===== config.mk =====
export PLATFORM = sky130hd
export DESIGN_NAME = sfwp_write_protect
export DESIGN_NICKNAME = d
export VERILOG_FILES = /design/src/core/sfwp_prot_map.v /design/src/core/sfwp_spi_rx.v /design/src/core/sfwp_write_protect.v
export VERILOG_INCLUDE_DIRS = /design/src /design/src/core
export SDC_FILE = /design/constraint.sdc
export NUM_CORES = 1
export LEC_CHECK = 0
export ABC_AREA = 1
export BUFFER_PORTS_ARGS = -buffer_cell sky130_fd_sc_hd__buf_2
export CELL_PAD_IN_SITES_DETAIL_PLACEMENT = 1
export CELL_PAD_IN_SITES_GLOBAL_PLACEMENT = 1
export CORE_ASPECT_RATIO = 0.8
export CORE_MARGIN = 3
export CORE_UTILIZATION = 40
export DETAILED_ROUTE_END_ITERATION = 8
export PLACE_DENSITY = 0.83
export SYNTH_ARGS = -nofsm -noshare
export SYNTH_HDL_FRONTEND = slang
export SYNTH_HIERARCHICAL = 1
export SYNTH_SLANG_ARGS = --single-unit

===== constraint.sdc =====
create_clock -name ref_clk_in -period 2.6 [get_ports ref_clk_in]
set_clock_uncertainty 0.15 [all_clocks]
set_input_delay 0.39 -clock ref_clk_in [delete_from_list [all_inputs] [get_ports ref_clk_in]]
set_output_delay 0.39 -clock ref_clk_in [all_outputs]
set_load 0.1 [all_outputs]

===== src/core/sfwp_regs.vh =====
// Register offsets, field positions, opcodes and codes of the flash write-protect block.
// Assumes byte-addressed 32-bit Avalon-MM words and an SPI host framing bytes with chip select.
`ifndef SFWP_REGS_VH
`define SFWP_REGS_VH

`define SFWP_ADDR_CTRL 4'h0
`define SFWP_ADDR_STATUS 4'h4
`define SFWP_ADDR_LASTOP 4'h8
`define SFWP_ADDR_PROTMASK 4'hc

`define SFWP_CTRL_DENS_LSB 0
`define SFWP_CTRL_DENS_MSB 2
`define SFWP_CTRL_ALT_BIT 3
`define SFWP_CTRL_OPTC_BIT 4
`define SFWP_CTRL_RESET 5'h00

`define SFWP_ST_SWD 7
`define SFWP_ST_QEN 6
`define SFWP_ST_BP_MSB 5
`define SFWP_ST_BP_LSB 2
`define SFWP_ST_WIP 0
`define SFWP_NV_RESET 6'h00

`define SFWP_OP_WEN 8'h06
`define SFWP_OP_WRDI 8'h04
`define SFWP_OP_RDSR 8'h05
`define SFWP_OP_WSR 8'h01
`define SFWP_OP_PP 8'h02
`define SFWP_OP_PPQ_A 8'h32
`define SFWP_OP_PPQ_B 8'h38
`define SFWP_OP_SER_A 8'hd7
`define SFWP_OP_SER_B 8'h20
`define SFWP_OP_BER32 8'h52
`define SFWP_OP_BER64 8'hd8
`define SFWP_OP_CER_A 8'hc7
`define SFWP_OP_CER_B 8'h60

`define SFWP_DENS_4M 3'h0
`define SFWP_DENS_2M 3'h1
`define SFWP_DENS_1M 3'h2
`define SFWP_DENS_512K 3'h3
`define SFWP_DENS_256K 3'h4

`define SFWP_KIND_NONE 3'h0
`define SFWP_KIND_PROG 3'h1
`define SFWP_KIND_SECT 3'h2
`define SFWP_KIND_BLK32 3'h3
`define SFWP_KIND_BLK64 3'h4
`define SFWP_KIND_CHIP 3'h5

`define SFWP_WSR_BYTES 3'h2
`define SFWP_ADDR_BYTES 3'h4
`define SFWP_PROG_BYTES 3'h5

`endif


===== src/core/sfwp_prot_map.v =====
// Block-protect decoder: protect code, density and map choice to a mask of 64KB blocks.
// Assumes inputs are quasi-static; the mask is registered one cycle behind them.
`timescale 1ns/1ps
`include "sfwp_regs.vh"
module sfwp_prot_map (
    input wire ref_clk_in,
    input wire reset_n_in,
    input wire [3:0] code_in,
    input wire [2:0] density_in,
    input wire alt_map_in,
    output reg [7:0] mask_out
);
    function [7:0] low_blocks;
        input [3:0] n;
        begin
            case (n)
                4'h0: low_blocks = 8'h00;
                4'h1: low_blocks = 8'h01;
                4'h2: low_blocks = 8'h03;
                4'h3: low_blocks = 8'h07;
                4'h4: low_blocks = 8'h0f;
                4'h5: low_blocks = 8'h1f;
                4'h6: low_blocks = 8'h3f;
                4'h7: low_blocks = 8'h7f;
                default: low_blocks = 8'hff;
            endcase
        end
    endfunction

    function [3:0] step4;
        input [3:0] i;
        begin
            case (i)
                4'h1: step4 = 4'h1;
                4'h2: step4 = 4'h2;
                4'h3: step4 = 4'h4;
                4'h4: step4 = 4'h6;
                4'h5: step4 = 4'h7;
                default: step4 = 4'h8;
            endcase
        end
    endfunction

    function [7:0] decode;
        input [3:0] c;
        input [2:0] dens;
        input alt;
        reg [3:0] nb;
        reg [7:0] full;
        begin
            case (dens)
                `SFWP_DENS_4M: nb = 4'h8;
                `SFWP_DENS_2M: nb = 4'h4;
                `SFWP_DENS_1M: nb = 4'h2;
                default: nb = 4'h1;
            endcase
            full = low_blocks(nb);
            decode = full;
            if (c == 4'h0 || (alt && c == 4'hf)) begin
                decode = 8'h00;
            end else if (dens == `SFWP_DENS_4M) begin
                if (c <= 4'h5)
                    decode = full & ~low_blocks(4'h8 - step4(c));
                else if (!alt && c >= 4'h9 && c <= 4'hd)
                    decode = low_blocks(step4(c - 4'h8));
                else if (alt && c >= 4'ha)
                    decode = low_blocks(step4(4'hf - c));
            end else if (dens == `SFWP_DENS_2M) begin
                if (c <= 4'h3)
                    decode = full & ~low_blocks(4'h4 - c);
                else if (!alt && c >= 4'h9 && c <= 4'hb)
                    decode = low_blocks(c - 4'h8);
                else if (alt && c >= 4'hc)
                    decode = low_blocks(4'hf - c);
            end else if (dens == `SFWP_DENS_1M) begin
                if (c == 4'h1)
                    decode = 8'h02;
                else if ((!alt && c == 4'h9) || (alt && c == 4'he))
                    decode = 8'h01;
            end
        end
    endfunction

    always @(posedge ref_clk_in or negedge reset_n_in) begin
        if (!reset_n_in) begin
            mask_out <= 8'h00;
        end else begin
            mask_out <= decode(code_in, density_in, alt_map_in);
        end
    end
endmodule // sfwp_prot_map


===== src/core/sfwp_spi_rx.v =====
// SPI byte receiver: shifts SI on SCK rising edges while chip select is low.
// Assumes SCK, SI and chip select are synchronous to the system clock and slower than it.
`timescale 1ns/1ps
module sfwp_spi_rx (
    input wire ref_clk_in,
    input wire reset_n_in,
    input wire cs_n_in,
    input wire sck_in,
    input wire si_in,
    input wire pause_in,
    output reg byte_valid_out,
    output reg [7:0] byte_out,
    output reg frame_end_out,
    output reg aligned_out,
    output reg sck_fall_out
);
    reg sck_q;
    reg cs_q;
    reg [2:0] bit_cnt;
    reg [6:0] shift;
    wire rise = !cs_n_in && sck_in && !sck_q && !pause_in;
    wire fall = !cs_n_in && !sck_in && sck_q && !pause_in;

    always @(posedge ref_clk_in or negedge reset_n_in) begin
        if (!reset_n_in) begin
            sck_q <= 1'b0;
            cs_q <= 1'b1;
            bit_cnt <= 3'h0;
            shift <= 7'h00;
            byte_valid_out <= 1'b0;
            byte_out <= 8'h00;
            frame_end_out <= 1'b0;
            aligned_out <= 1'b0;
            sck_fall_out <= 1'b0;
        end else begin
            sck_q <= sck_in;
            cs_q <= cs_n_in;
            byte_valid_out <= 1'b0;
            sck_fall_out <= fall;
            frame_end_out <= cs_n_in && !cs_q;
            aligned_out <= (bit_cnt == 3'h0);
            if (cs_n_in) begin
                bit_cnt <= 3'h0;
            end else if (rise) begin
                shift <= {shift[5:0], si_in};
                bit_cnt <= bit_cnt + 3'h1;
                if (bit_cnt == 3'h7) begin
                    byte_out <= {shift, si_in};
                    byte_valid_out <= 1'b1;
                end
            end
        end
    end
endmodule // sfwp_spi_rx


===== src/core/sfwp_write_protect.v =====
// Write-protect logic of a serial NOR flash: status bits, latch, protect check, Avalon-MM view.
// Assumes SPI pins synchronous to ref_clk_in and an erase/program engine reporting busy.
`timescale 1ns/1ps
`include "sfwp_regs.vh"
module sfwp_write_protect (
    input wire ref_clk_in,
    input wire reset_n_in,
    input wire [3:0] avs_address_in,
    input wire avs_read_in,
    input wire avs_write_in,
    input wire [31:0] avs_writedata_in,
    input wire [3:0] avs_byteenable_in,
    output reg [31:0] avs_readdata_out,
    output reg avs_waitrequest_out,
    input wire spi_cs_n_in,
    input wire spi_sck_in,
    input wire spi_si_in,
    output reg spi_so_out,
    output reg spi_so_oe_n_out,
    input wire third_data_line_in,
    input wire fourth_data_line_in,
    input wire op_busy_in,
    output reg op_start_out,
    output reg op_reject_out,
    output reg [2:0] op_kind_out,
    output reg [23:0] op_addr_out,
    output reg quad_enable_out,
    output reg wp_function_out,
    output reg hold_function_out
);
    localparam S_IDLE = 2'd0;
    localparam S_BODY = 2'd1;
    localparam S_RDSR = 2'd2;
    localparam S_SKIP = 2'd3;

    reg [5:0] nv_bits;
    reg write_enable_latch;
    reg wip;
    reg [4:0] ctrl;
    reg [1:0] state;
    reg [2:0] byte_cnt;
    reg [7:0] cmd;
    reg [23:0] addr;
    reg [7:0] wdata;
    reg [7:0] so_shift;
    reg [23:0] last_addr;
    reg [2:0] last_kind;
    reg last_rej;
    reg [31:0] next_readdata;

    wire rx_byte_valid;
    wire [7:0] rx_byte;
    wire rx_frame_end;
    wire rx_aligned;
    wire rx_sck_fall;
    wire [7:0] prot_mask;

    wire [7:0] status_byte = {nv_bits, write_enable_latch, wip};
    wire status_write_disable = status_byte[`SFWP_ST_SWD];
    wire quad_enable = status_byte[`SFWP_ST_QEN];
    wire [3:0] protect_code = status_byte[`SFWP_ST_BP_MSB:`SFWP_ST_BP_LSB];
    wire protect_code_bit3 = protect_code[3];
    wire protect_code_bit2 = protect_code[2];
    wire protect_code_bit1 = protect_code[1];
    wire protect_code_bit0 = protect_code[0];
    wire [2:0] density = ctrl[`SFWP_CTRL_DENS_MSB:`SFWP_CTRL_DENS_LSB];
    wire alt_map = ctrl[`SFWP_CTRL_ALT_BIT];
    wire option_c = ctrl[`SFWP_CTRL_OPTC_BIT];

    // Protect pin only acts while the third line is not a data line
    wire wp_pin_low = !quad_enable && !third_data_line_in;
    wire status_locked = status_write_disable && wp_pin_low;
    wire hold_active = !quad_enable && !fourth_data_line_in;

    function [2:0] kind_of;
        input [7:0] op;
        input [2:0] dens;
        input optc;
        begin
            case (op)
                `SFWP_OP_PP, `SFWP_OP_PPQ_A, `SFWP_OP_PPQ_B: kind_of = `SFWP_KIND_PROG;
                `SFWP_OP_SER_A, `SFWP_OP_SER_B: kind_of = `SFWP_KIND_SECT;
                `SFWP_OP_BER32: kind_of = `SFWP_KIND_BLK32;
                `SFWP_OP_BER64: begin
                    if ((dens == `SFWP_DENS_1M && optc) || dens == `SFWP_DENS_512K ||
                        dens == `SFWP_DENS_256K)
                        kind_of = `SFWP_KIND_BLK32;
                    else
                        kind_of = `SFWP_KIND_BLK64;
                end
                `SFWP_OP_CER_A, `SFWP_OP_CER_B: kind_of = `SFWP_KIND_CHIP;
                default: kind_of = `SFWP_KIND_NONE;
            endcase
        end
    endfunction

    function [2:0] block_of;
        input [23:0] a;
        input [2:0] dens;
        begin
            case (dens)
                `SFWP_DENS_4M: block_of = a[18:16];
                `SFWP_DENS_2M: block_of = {1'b0, a[17:16]};
                `SFWP_DENS_1M: block_of = {2'b00, a[16]};
                default: block_of = 3'h0;
            endcase
        end
    endfunction

    wire [2:0] cur_kind = kind_of(cmd, density, option_c);
    wire [2:0] tgt_blk = block_of(addr, density);
    wire tgt_protected = (cur_kind == `SFWP_KIND_CHIP) ? (|prot_mask) : prot_mask[tgt_blk];
    wire [2:0] need_bytes = (cur_kind == `SFWP_KIND_PROG) ? `SFWP_PROG_BYTES :
                            (cur_kind == `SFWP_KIND_CHIP) ? 3'h1 : `SFWP_ADDR_BYTES;
    wire frame_ok = rx_frame_end && rx_aligned && (state == S_BODY);
    wire is_write_op = (cur_kind != `SFWP_KIND_NONE) && (byte_cnt >= need_bytes);
    wire wstat_ok = (cmd == `SFWP_OP_WSR) && (byte_cnt >= `SFWP_WSR_BYTES);
    wire av_take = !avs_waitrequest_out && (avs_read_in || avs_write_in);
    wire av_wr = !avs_waitrequest_out && avs_write_in;

    sfwp_spi_rx u_rx (
        .ref_clk_in(ref_clk_in),
        .reset_n_in(reset_n_in),
        .cs_n_in(spi_cs_n_in),
        .sck_in(spi_sck_in),
        .si_in(spi_si_in),
        .pause_in(hold_active),
        .byte_valid_out(rx_byte_valid),
        .byte_out(rx_byte),
        .frame_end_out(rx_frame_end),
        .aligned_out(rx_aligned),
        .sck_fall_out(rx_sck_fall)
    );

    sfwp_prot_map u_map (
        .ref_clk_in(ref_clk_in),
        .reset_n_in(reset_n_in),
        .code_in({protect_code_bit3, protect_code_bit2, protect_code_bit1, protect_code_bit0}),
        .density_in(density),
        .alt_map_in(alt_map),
        .mask_out(prot_mask)
    );

    // Frame sequencing: command byte, then address and data bytes
    always @(posedge ref_clk_in or negedge reset_n_in) begin
        if (!reset_n_in) begin
            state <= S_IDLE;
            byte_cnt <= 3'h0;
            cmd <= 8'h00;
            addr <= 24'h000000;
            wdata <= 8'h00;
        end else if (rx_frame_end) begin
            state <= S_IDLE;
            byte_cnt <= 3'h0;
        end else if (rx_byte_valid) begin
            if (byte_cnt != 3'h7) begin
                byte_cnt <= byte_cnt + 3'h1;
            end
            case (state)
                S_IDLE: begin
                    cmd <= rx_byte;
                    if (rx_byte == `SFWP_OP_RDSR)
                        state <= S_RDSR;
                    else if (wip)
                        state <= S_SKIP;
                    else
                        state <= S_BODY;
                end
                S_BODY: begin
                    if (byte_cnt == 3'h1) begin
                        wdata <= rx_byte;
                    end
                    if (byte_cnt >= 3'h1 && byte_cnt <= 3'h3) begin
                        addr <= {addr[15:0], rx_byte};
                    end
                end
                S_RDSR: state <= S_RDSR;
                S_SKIP: state <= S_SKIP;
                default: state <= S_IDLE;
            endcase
        end
    end

    // Status read-back shifts out on SCK falling edges
    always @(posedge ref_clk_in or negedge reset_n_in) begin
        if (!reset_n_in) begin
            so_shift <= 8'h00;
            spi_so_out <= 1'b0;
            spi_so_oe_n_out <= 1'b1;
        end else begin
            spi_so_oe_n_out <= !(state == S_RDSR && !spi_cs_n_in);
            if (state == S_IDLE && rx_byte_valid && rx_byte == `SFWP_OP_RDSR) begin
                so_shift <= status_byte;
            end else if (state == S_RDSR && rx_sck_fall) begin
                spi_so_out <= so_shift[7];
                if (so_shift[6:0] == 7'h00 && rx_byte_valid) begin
                    so_shift <= status_byte;
                end else begin
                    so_shift <= {so_shift[6:0], so_shift[7]};
                end
            end else if (state == S_RDSR && rx_byte_valid) begin
                so_shift <= status_byte;
            end
        end
    end

    // Write enable latch and non-volatile status bits
    always @(posedge ref_clk_in or negedge reset_n_in) begin
        if (!reset_n_in) begin
            nv_bits <= `SFWP_NV_RESET;
            write_enable_latch <= 1'b0;
            wip <= 1'b0;
        end else begin
            wip <= op_busy_in || op_start_out;
            if (frame_ok) begin
                if (cmd == `SFWP_OP_WEN) begin
                    write_enable_latch <= 1'b1;
                end else if (cmd == `SFWP_OP_WRDI) begin
                    write_enable_latch <= 1'b0;
                end else if (wstat_ok && write_enable_latch && !status_locked) begin
                    nv_bits <= wdata[7:2];
                    write_enable_latch <= 1'b0;
                end else if (is_write_op && write_enable_latch) begin
                    write_enable_latch <= 1'b0;
                end
            end
        end
    end

    // Program and erase hand-off or refusal
    always @(posedge ref_clk_in or negedge reset_n_in) begin
        if (!reset_n_in) begin
            op_start_out <= 1'b0;
            op_reject_out <= 1'b0;
            op_kind_out <= `SFWP_KIND_NONE;
            op_addr_out <= 24'h000000;
            last_addr <= 24'h000000;
            last_kind <= `SFWP_KIND_NONE;
            last_rej <= 1'b0;
        end else begin
            op_start_out <= 1'b0;
            op_reject_out <= 1'b0;
            if (frame_ok && is_write_op && write_enable_latch) begin
                last_addr <= addr;
                last_kind <= cur_kind;
                last_rej <= tgt_protected;
                if (tgt_protected) begin
                    op_reject_out <= 1'b1;
                end else begin
                    op_start_out <= 1'b1;
                    op_kind_out <= cur_kind;
                    op_addr_out <= addr;
                end
            end
        end
    end

    // Pin function indication
    always @(posedge ref_clk_in or negedge reset_n_in) begin
        if (!reset_n_in) begin
            quad_enable_out <= 1'b0;
            wp_function_out <= 1'b1;
            hold_function_out <= 1'b1;
        end else begin
            quad_enable_out <= quad_enable;
            wp_function_out <= !quad_enable;
            hold_function_out <= !quad_enable;
        end
    end

    // Register read mux
    always @* begin
        case (avs_address_in)
            `SFWP_ADDR_CTRL: next_readdata = {27'h0000000, ctrl};
            `SFWP_ADDR_STATUS: next_readdata = {22'h000000, status_locked, third_data_line_in, status_byte};
            `SFWP_ADDR_LASTOP: next_readdata = {4'h0, last_rej, last_kind, last_addr};
            `SFWP_ADDR_PROTMASK: next_readdata = {24'h000000, prot_mask};
            default: next_readdata = 32'h00000000;
        endcase
    end

    // Avalon-MM slave: one wait cycle, then the access completes
    always @(posedge ref_clk_in or negedge reset_n_in) begin
        if (!reset_n_in) begin
            avs_waitrequest_out <= 1'b1;
            avs_readdata_out <= 32'h00000000;
            ctrl <= `SFWP_CTRL_RESET;
        end else begin
            if (avs_waitrequest_out) begin
                if (avs_read_in || avs_write_in) begin
                    avs_waitrequest_out <= 1'b0;
                    avs_readdata_out <= next_readdata;
                end
            end else begin
                avs_waitrequest_out <= 1'b1;
            end
            if (av_wr && avs_address_in == `SFWP_ADDR_CTRL && avs_byteenable_in[0]) begin
                ctrl <= avs_writedata_in[4:0];
            end
            if (av_take && !avs_read_in) begin
                avs_readdata_out <= 32'h00000000;
            end
        end
    end
endmodule // sfwp_write_protect


==> Word-level counts from Yosys, hierarchy flattened <==
Memories as Yosys holds them, arrays and structs flattened.
Cells that the tools add are included.
{ "op_classes": {"n_lt_le_gt_ge": 12, "eq_ne": 46, "muxes": 81, "n_bitwise": 10, "n_addsub": 6, "reduce_logical": 90} }
{ "ops": {"columns": ["op", "count"], "rows": [
  ["8-bit 2-to-1 mux", 30],
  ["28-bit case mux with 4 select lines", 1],
  ["32-bit 2-to-1 mux", 3],
  ["4-bit case mux with 5 select lines", 3],
  ["4-bit 2-to-1 mux", 12],
  ["1-bit logical AND", 40],
  ["4-bit by 3-bit == test with 1-bit output, second input constant", 7],
  ["4-bit by 2-bit == test with 1-bit output, second input constant", 6],
  ["8-bit by 3-bit == test with 1-bit output, second input constant", 3],
  ["8-bit by 6-bit == test with 1-bit output, second input constant", 3],
  ["8-bit == test, second input constant", 3],
  ["3-bit 2-to-1 mux", 8],
  ["4-bit == test, second input constant", 5],
  ["8-bit AND", 2],
  ["8-bit by 7-bit == test with 1-bit output, second input constant", 2],
  ["8-bit NOT", 2],
  ["1-bit 2-to-1 mux", 15],
  ["3-bit case mux with 5 select lines", 1],
  ["2-bit AND reduction", 7],
  ["1-bit zero test", 13],
  ["4-bit by 1-bit == test with 1-bit output, second input constant", 3],
  ["4-bit >= comparator, second input constant", 3],
  ["4-bit case mux with 3 select lines", 1],
  ["4-bit AND reduction", 3],
  ["37 further kinds", 69]
]} }
{ "word_totals": {"romBits": 392, "n_memories": 7, "regBits": 192, "word_cells": 285, "output_inout_bits": 67} }
{ "memory_table": {"columns": ["memory", "words", "word_bits", "read_ports", "rd_clocked_by_memory_dff", "wr", "line_no", "text"], "rows": [
  ["(name not given)", 8, 7, 1, 0, 0, "sfwp_prot_map.v:16", "case (n)"],
  ["(name not given)", 8, 7, 1, 0, 0, "sfwp_prot_map.v:16", null],
  ["(name not given)", 8, 7, 1, 0, 0, "sfwp_prot_map.v:16", null],
  ["(name not given)", 8, 7, 1, 0, 0, "sfwp_prot_map.v:16", null],
  ["(name not given)", 8, 7, 1, 0, 0, "sfwp_prot_map.v:16", null],
  ["(name not given)", 8, 7, 1, 0, 0, "sfwp_prot_map.v:16", null],
  ["1 more memories", null, null, null, null, null, null, null]
]} }

==> Depth between registers and ports, before layout <==
{ "depth": {"word_depth": 16, "ltp_mapped": 19} }

==> Cells and area by module <==
Netlist, hierarchy kept.
{ "by_module_without_submodules": {"columns": ["module", "area_per_inst_um2", "seq_area_each_um2", "cells_each", "instances"], "rows": [
  ["sfwp_write_protect", 7016.7, 3857.4, 806, 1],
  ["sfwp_prot_map", 1298.7, 200.2, 199, 1],
  ["sfwp_spi_rx", 1002.2, 601.8, 100, 1]
]} }

==> Worst setup path before layout <==
OpenSTA, ideal clock, no wires.
{ "synth_timing": {"kind": "reg2reg", "startpoint": "reg nv_bits[1]", "endpoint": "reg u_map.mask_out[2]", "slack_ns": 0.168, "required_ns": 2.373, "path_buffers": 0, "setup_time_ns": 0.077, "arrival_ns": 2.205, "stages_incl_launch_ff": 13, "cell_sequence": "dfrtp_1 inv_1 ha_1 inv_2 nand2_2 a22oi_1 ha_1 inv_1 ha_1 inv_1 nor3_1 a21oi_1 a21oi_1"} }
{ "synth_between": {"elab_chain_cells": 16} }
{ "synth_lines": {"columns": ["item", "line_no", "text"], "rows": [
  ["from (decl)", "sfwp_write_protect.v:36", "reg [5:0] nv_bits;"],
  ["from (signal assigned)", "sfwp_write_protect.v:210", "nv_bits <= `SFWP_NV_RESET;"],
  ["from (signal assigned)", "sfwp_write_protect.v:221", "nv_bits <= wdata[7:2];"],
  ["4-bit by 3-bit == test with 1-bit output, or another cell as far along", "sfwp_prot_map.v:33", "case (i)"],
  ["4-bit case mux with 5 select lines", "sfwp_prot_map.v:33", null],
  ["4-bit 2-to-1 mux", "sfwp_prot_map.v:62", "if (c <= 4'h5)"],
  ["4-bit 2-to-1 mux", "sfwp_prot_map.v:61", "end else if (dens == `SFWP_DENS_4M) begin"],
  ["4-bit 2-to-1 mux", "sfwp_prot_map.v:59", "if (c == 4'h0 || (alt && c == 4'hf)) begin"],
  ["4-bit subtractor", "sfwp_prot_map.v:63", "decode = full & ~low_blocks(4'h8 - step4(c));"],
  ["memory read 8 x 7 bit", null, null],
  ["8-bit 2-to-1 mux", "sfwp_prot_map.v:16", null],
  ["8-bit 2-to-1 mux", "sfwp_prot_map.v:62", null],
  ["8-bit 2-to-1 mux", "sfwp_prot_map.v:61", null],
  ["8-bit 2-to-1 mux", "sfwp_prot_map.v:59", null],
  ["8-bit NOT", "sfwp_prot_map.v:63", null],
  ["8-bit AND", "sfwp_prot_map.v:63", null],
  ["8-bit 2-to-1 mux", "sfwp_prot_map.v:62", null],
  ["8-bit 2-to-1 mux", "sfwp_prot_map.v:61", null],
  ["8-bit 2-to-1 mux (*)", "sfwp_prot_map.v:59", null],
  ["to (signal assigned)", "sfwp_prot_map.v:88", "mask_out <= decode(code_in, density_in, alt_map_in);"],
  ["to (decl)", "sfwp_prot_map.v:11", "output reg [7:0] mask_out"]
]} }
Every way passes the cells marked *; elsewhere a longest branch is shown, timed or not. The select of a mux whose other input is x is not followed.
A chain may end at the register's enable or synchronous reset.

==> Final worst setup path <==
{ "layout_timing": {"startpoint": "reg cmd[3]", "endpoint": "reg op_kind_out[2]"} }
{ "layout_between": {"elab_chain_cells": 11} }
{ "layout_lines": {"columns": ["item", "line_no", "text"], "rows": [
  ["from (decl)", "sfwp_write_protect.v:42", "reg [7:0] cmd;"],
  ["from (signal assigned)", "sfwp_write_protect.v:161", "cmd <= rx_byte;"],
  ["8-bit by 2-bit == test with 1-bit output, or another cell as far along", "sfwp_write_protect.v:80", "case (op)"],
  ["3-bit OR reduction or 2-bit OR reduction (tied branches)", "sfwp_write_protect.v:80", null],
  ["3-bit case mux with 5 select lines (*)", "sfwp_write_protect.v:80", null],
  ["3-bit == test (no source line)", null, null],
  ["3-bit 2-to-1 mux (no source line) (2 in a row)", null, null],
  ["3-bit >= comparator", "sfwp_write_protect.v:116", "wire is_write_op = (cur_kind != `SFWP_KIND_NONE) && (byte_cnt >= need_bytes);"],
  ["1-bit logical AND", "sfwp_write_protect.v:116", null],
  ["1-bit logical AND (2 in a row)", "sfwp_write_protect.v:243", "if (frame_ok && is_write_op && write_enable_latch) begin"],
  ["2-bit AND reduction (no source line)", null, null],
  ["to (signal assigned)", "sfwp_write_protect.v:235", "op_kind_out <= `SFWP_KIND_NONE;"],
  ["to (signal assigned)", "sfwp_write_protect.v:251", "op_kind_out <= cur_kind;"],
  ["to (decl)", "sfwp_write_protect.v:25", "output reg [2:0] op_kind_out,"]
]} }
Every way passes the cells marked *; elsewhere a longest branch is shown, timed or not.

==> impl_metrics.toml <==
[synthesis]
yosys_warnings = 6
synthesis.area_sq_um = 9320
synthArstFlopShare_pct = 100
synthesis.instances = 1105
synth_top_area_cell = "dfrtp_1"
yosys_register_bits = 186
synth_area_leaders = "dfrtp_1, nand2_1, inv_1"
synth_commonest_cells = "nand2_1, dfrtp_1, inv_1, nand3_1, o21ai_0"
synth.most_common_cell = "nand2_1"
ys.flop_type = "dfrtp_1"
synth.avg_cell_area_sq_um = 8.43
synth_top_cell_area_share_pct = 48.9
synth_enable_flop_cells = 0
seq_area_frac_synth_pct = 50.0
yosysUniqueCellTypes = 48

[pwr]
vdd_drop_max_mv = 0.413
seqPwrFrac_pct = 49.2
p_comb_share_pct = 7.7
clock_power_share_pct = 43.1
power_w = 0.00614
p_int_w = 0.00438
p_sw_w = 0.00176
switching_share_pct = 28.7
cellPowerDensity_nw_per_um2 = 549
p_leak_nw = 5.59

[route]
routed_via_density = 5.28
antenna_left = 0
first_iter_violations = 698
drc = 0
first_pass_iters = 5
vias = 8150
drt-total-wl_um = 28100
wl_per_cell_um = 18.2

[placed_design]
hpwl_um = 19200
post-place-ws_ns = -0.0534
gp_congestion = 0.902
postPlaceCellArea_sq_um = 10200
portBuffers = 82

[finish]
nNetsFinal = 1303
drive_gt1_share_pct = 22.5
area_growth_pct = 20.0
fin_area_sq_um = 11200

[setup_path]
path_buf_inv = 4
crit_arrival_ns = 2.78
path_cells = "inv_2 > nor2_1 > nand2_1 > nand2_1 > nand2_1 > nand2_2 > inv_2 > nand2_1 > ha_1 > nor2_1 > nand2_1 > a21oi_2 > nor3_2 > nand2_4 > clkinv_8 > nand2_8 > clkbuf_16 > nand2_1 > nand2_1"
path_class = "flop to flop"
crit_fanout = 7
required_ns = 2.78
max_stage_delay_ns = 0.44
worst_path_most_repeated_cell = "nand2_1"
cp-end-kind = "flop"
cpMaxStageDelayCell = "dfrtp_1"
start_kind = "flop"
path_delay_family = "simple AND/OR/NAND/NOR gates"

[grt]
grt_pass1_wl_um = 44200
antenna_found_initial = 1
grt_overflow = 0
grt_max_degree = 53
grt_pass1_vias = 8332
gr-usage-all-layers_pct = 22.0

[floorplan]
die_area_sq_um = 25200
die_w_um = 177
row_count = 49
die_y_um = 143
start_util_pct = 41.1
core_area_sq_um = 22700
num_io_pins = 117

[sta]
tightest_slew_ns = 0.605
worst_slack_ns = 0.00295
hold_viol = 0
tns_ns = 0
period_minus_slack_ns = 2.60
max_freq_ghz = 0.385
rsz0062_at_grt = "yes"
slew_headroom_pct = 59.5
finalSetupViolations = 0
fin_crit_sh_pct = 99.9
maxSlewViolCount = 0

[cts]
clkLatencyLatePin_ns = 0.45
clk_pin_slew_ns = 0.08
cts_buffers = 17
h-tree-depth = 4
cts_buffer_depth = 2
cts_root_buf = "clkbuf_16"
cts_tree = "done"
cts_sinks = 186

[run_status]
status = "finished clean"

[job]
drv_cap = 0

[min_path]
hp-class = "input pin to flop"
-- power by group through the flow --
| stage | registers [W] | clock network (W) | logic, W |
|---|---|---|---|
| 6_report | 0.00302 | 0.00265 | 0.000471 |
| 5_1_grt | 0.00303 | 0.00281 | 0.000522 |
| 4_1_cts | 0.00302 | 0.00268 | 0.000468 |
| 3_5_place_dp | 0.00308 | 0 | 0.000461 |
| 3_3_place_gp | 0.00307 | 0 | 0.000446 |
| 2_1_floorplan | 0.00308 | 0 | 0.000278 |
-- final timing paths --
kind,start,endpoint,slack [ns],depth (start not counted)
worst max-delay path,cmd[3]$_DFFE_PN0P_,op_kind_out[2]$_DFFE_PN0P_,0.003,19
min in group asynchronous,reset_n_in,u_map/mask_out[4]$_DFF_PN0_,0.32,2
worst max register to register,cmd[3]$_DFFE_PN0P_,op_kind_out[2]$_DFFE_PN0P_,0.003,19
worst min-delay path,avs_writedata_in[0],ctrl[0]$_DFFE_PN0P_,0.06,3
worst min register to register,u_rx/bit_cnt[2]$_DFFE_PN0P_,u_rx/aligned_out$_DFF_PN0_,0.32,1
max in group asynchronous,reset_n_in,addr[18]$_DFFE_PN0P_,1.28,3
-- worst reg2reg max path: cells and delay by family, from the launching register on --
family          cells  cell delay (ns)
compound gates      1             0.07
fa+ha+maj           1             0.29
buf+inv             4             0.44
flops               1             0.44
simple gates       13             1.11
-- through the flow --
step                      hold WS, ns  utilization (%)  instances
after global placement          0.235             45.0       1493
after global routing           0.0441             49.3       1544
final                          0.0574             49.3       1545
after detailed placement        0.232             45.0       1493
after CTS                      0.0504             47.8       1529
after floorplan               -0.0556                -       1108
-- what timing repair did --
action                                  CTS  global route
pin swaps                                 0            10
endpoints found under the setup margin   35            62
resized for setup                         1            62
cloned                                    0             3
endpoints found under the hold margin    50             0
setup buffers                             0            12
hold buffers                              4             0
-- cells by family (layout without fill, tap and decap cells) --
family | after synthesis | after routing | synth area share (%)
compound gates | 171 | 171 | 11.0
fa+ha+maj | 28 | 28 | 3.76
buf+inv | 199 | 329 | 9.57
flops | 186 | 186 | 50.0
mux | 2 | 2 | 0.242
other cells | 1 | 5 | 0.0402
simple gates | 518 | 518 | 25.4
-- sequential cells by signal (all words and copies together), names as in the netlist, 2 cells and up --
signal,count
ctrl,5
op_addr_out,24
state,2
u_rx/bit_cnt,3
u_rx/byte_out,8
last_kind,3
byte_cnt,3
cmd,8
wdata,6
so_shift,8
last_addr,24
avs_readdata_out,28
u_rx/shift,7
u_map/mask_out,8
addr,24
nv_bits,6
op_kind_out,3
-- area by class of cell --
class                   instances  area [sq um]
multi-input cells             723          3950
clock buffers                  17           425
clock inverters                15           173
diodes                          1          2.50
repair buffers                141           976
fillers                      2716         11500
well taps                     306           383
inverters                     156           608
flip-flops and latches        186          4660
-- cells in the final DEF, fill, tap and decap left out, drive strengths merged, types with 10 or more instances in the layout --
cell	count
nand2	299
dfrtp	182
inv	162
buf	134
o21ai	111
nand3	98
nor2	67
ha	28
nand4	26
a21oi	25
clkbuf	20
nor3	12
o32ai	10
-- routing by layer --
metal / global-route usage (%) / part of all wire, % / wire length [um] / up-vias
li1: - / - / - / 3827
met1: 30.7 / 46 / 13000 / 4093
met2: 35.3 / 48 / 13500 / 189
met3: 4.24 / 3.6 / 1020 / 41
met4: 6.07 / 1.8 / 505 / 0
met5: 0 / 0 / 0 / -
Power figures use the tool's default switching activity.
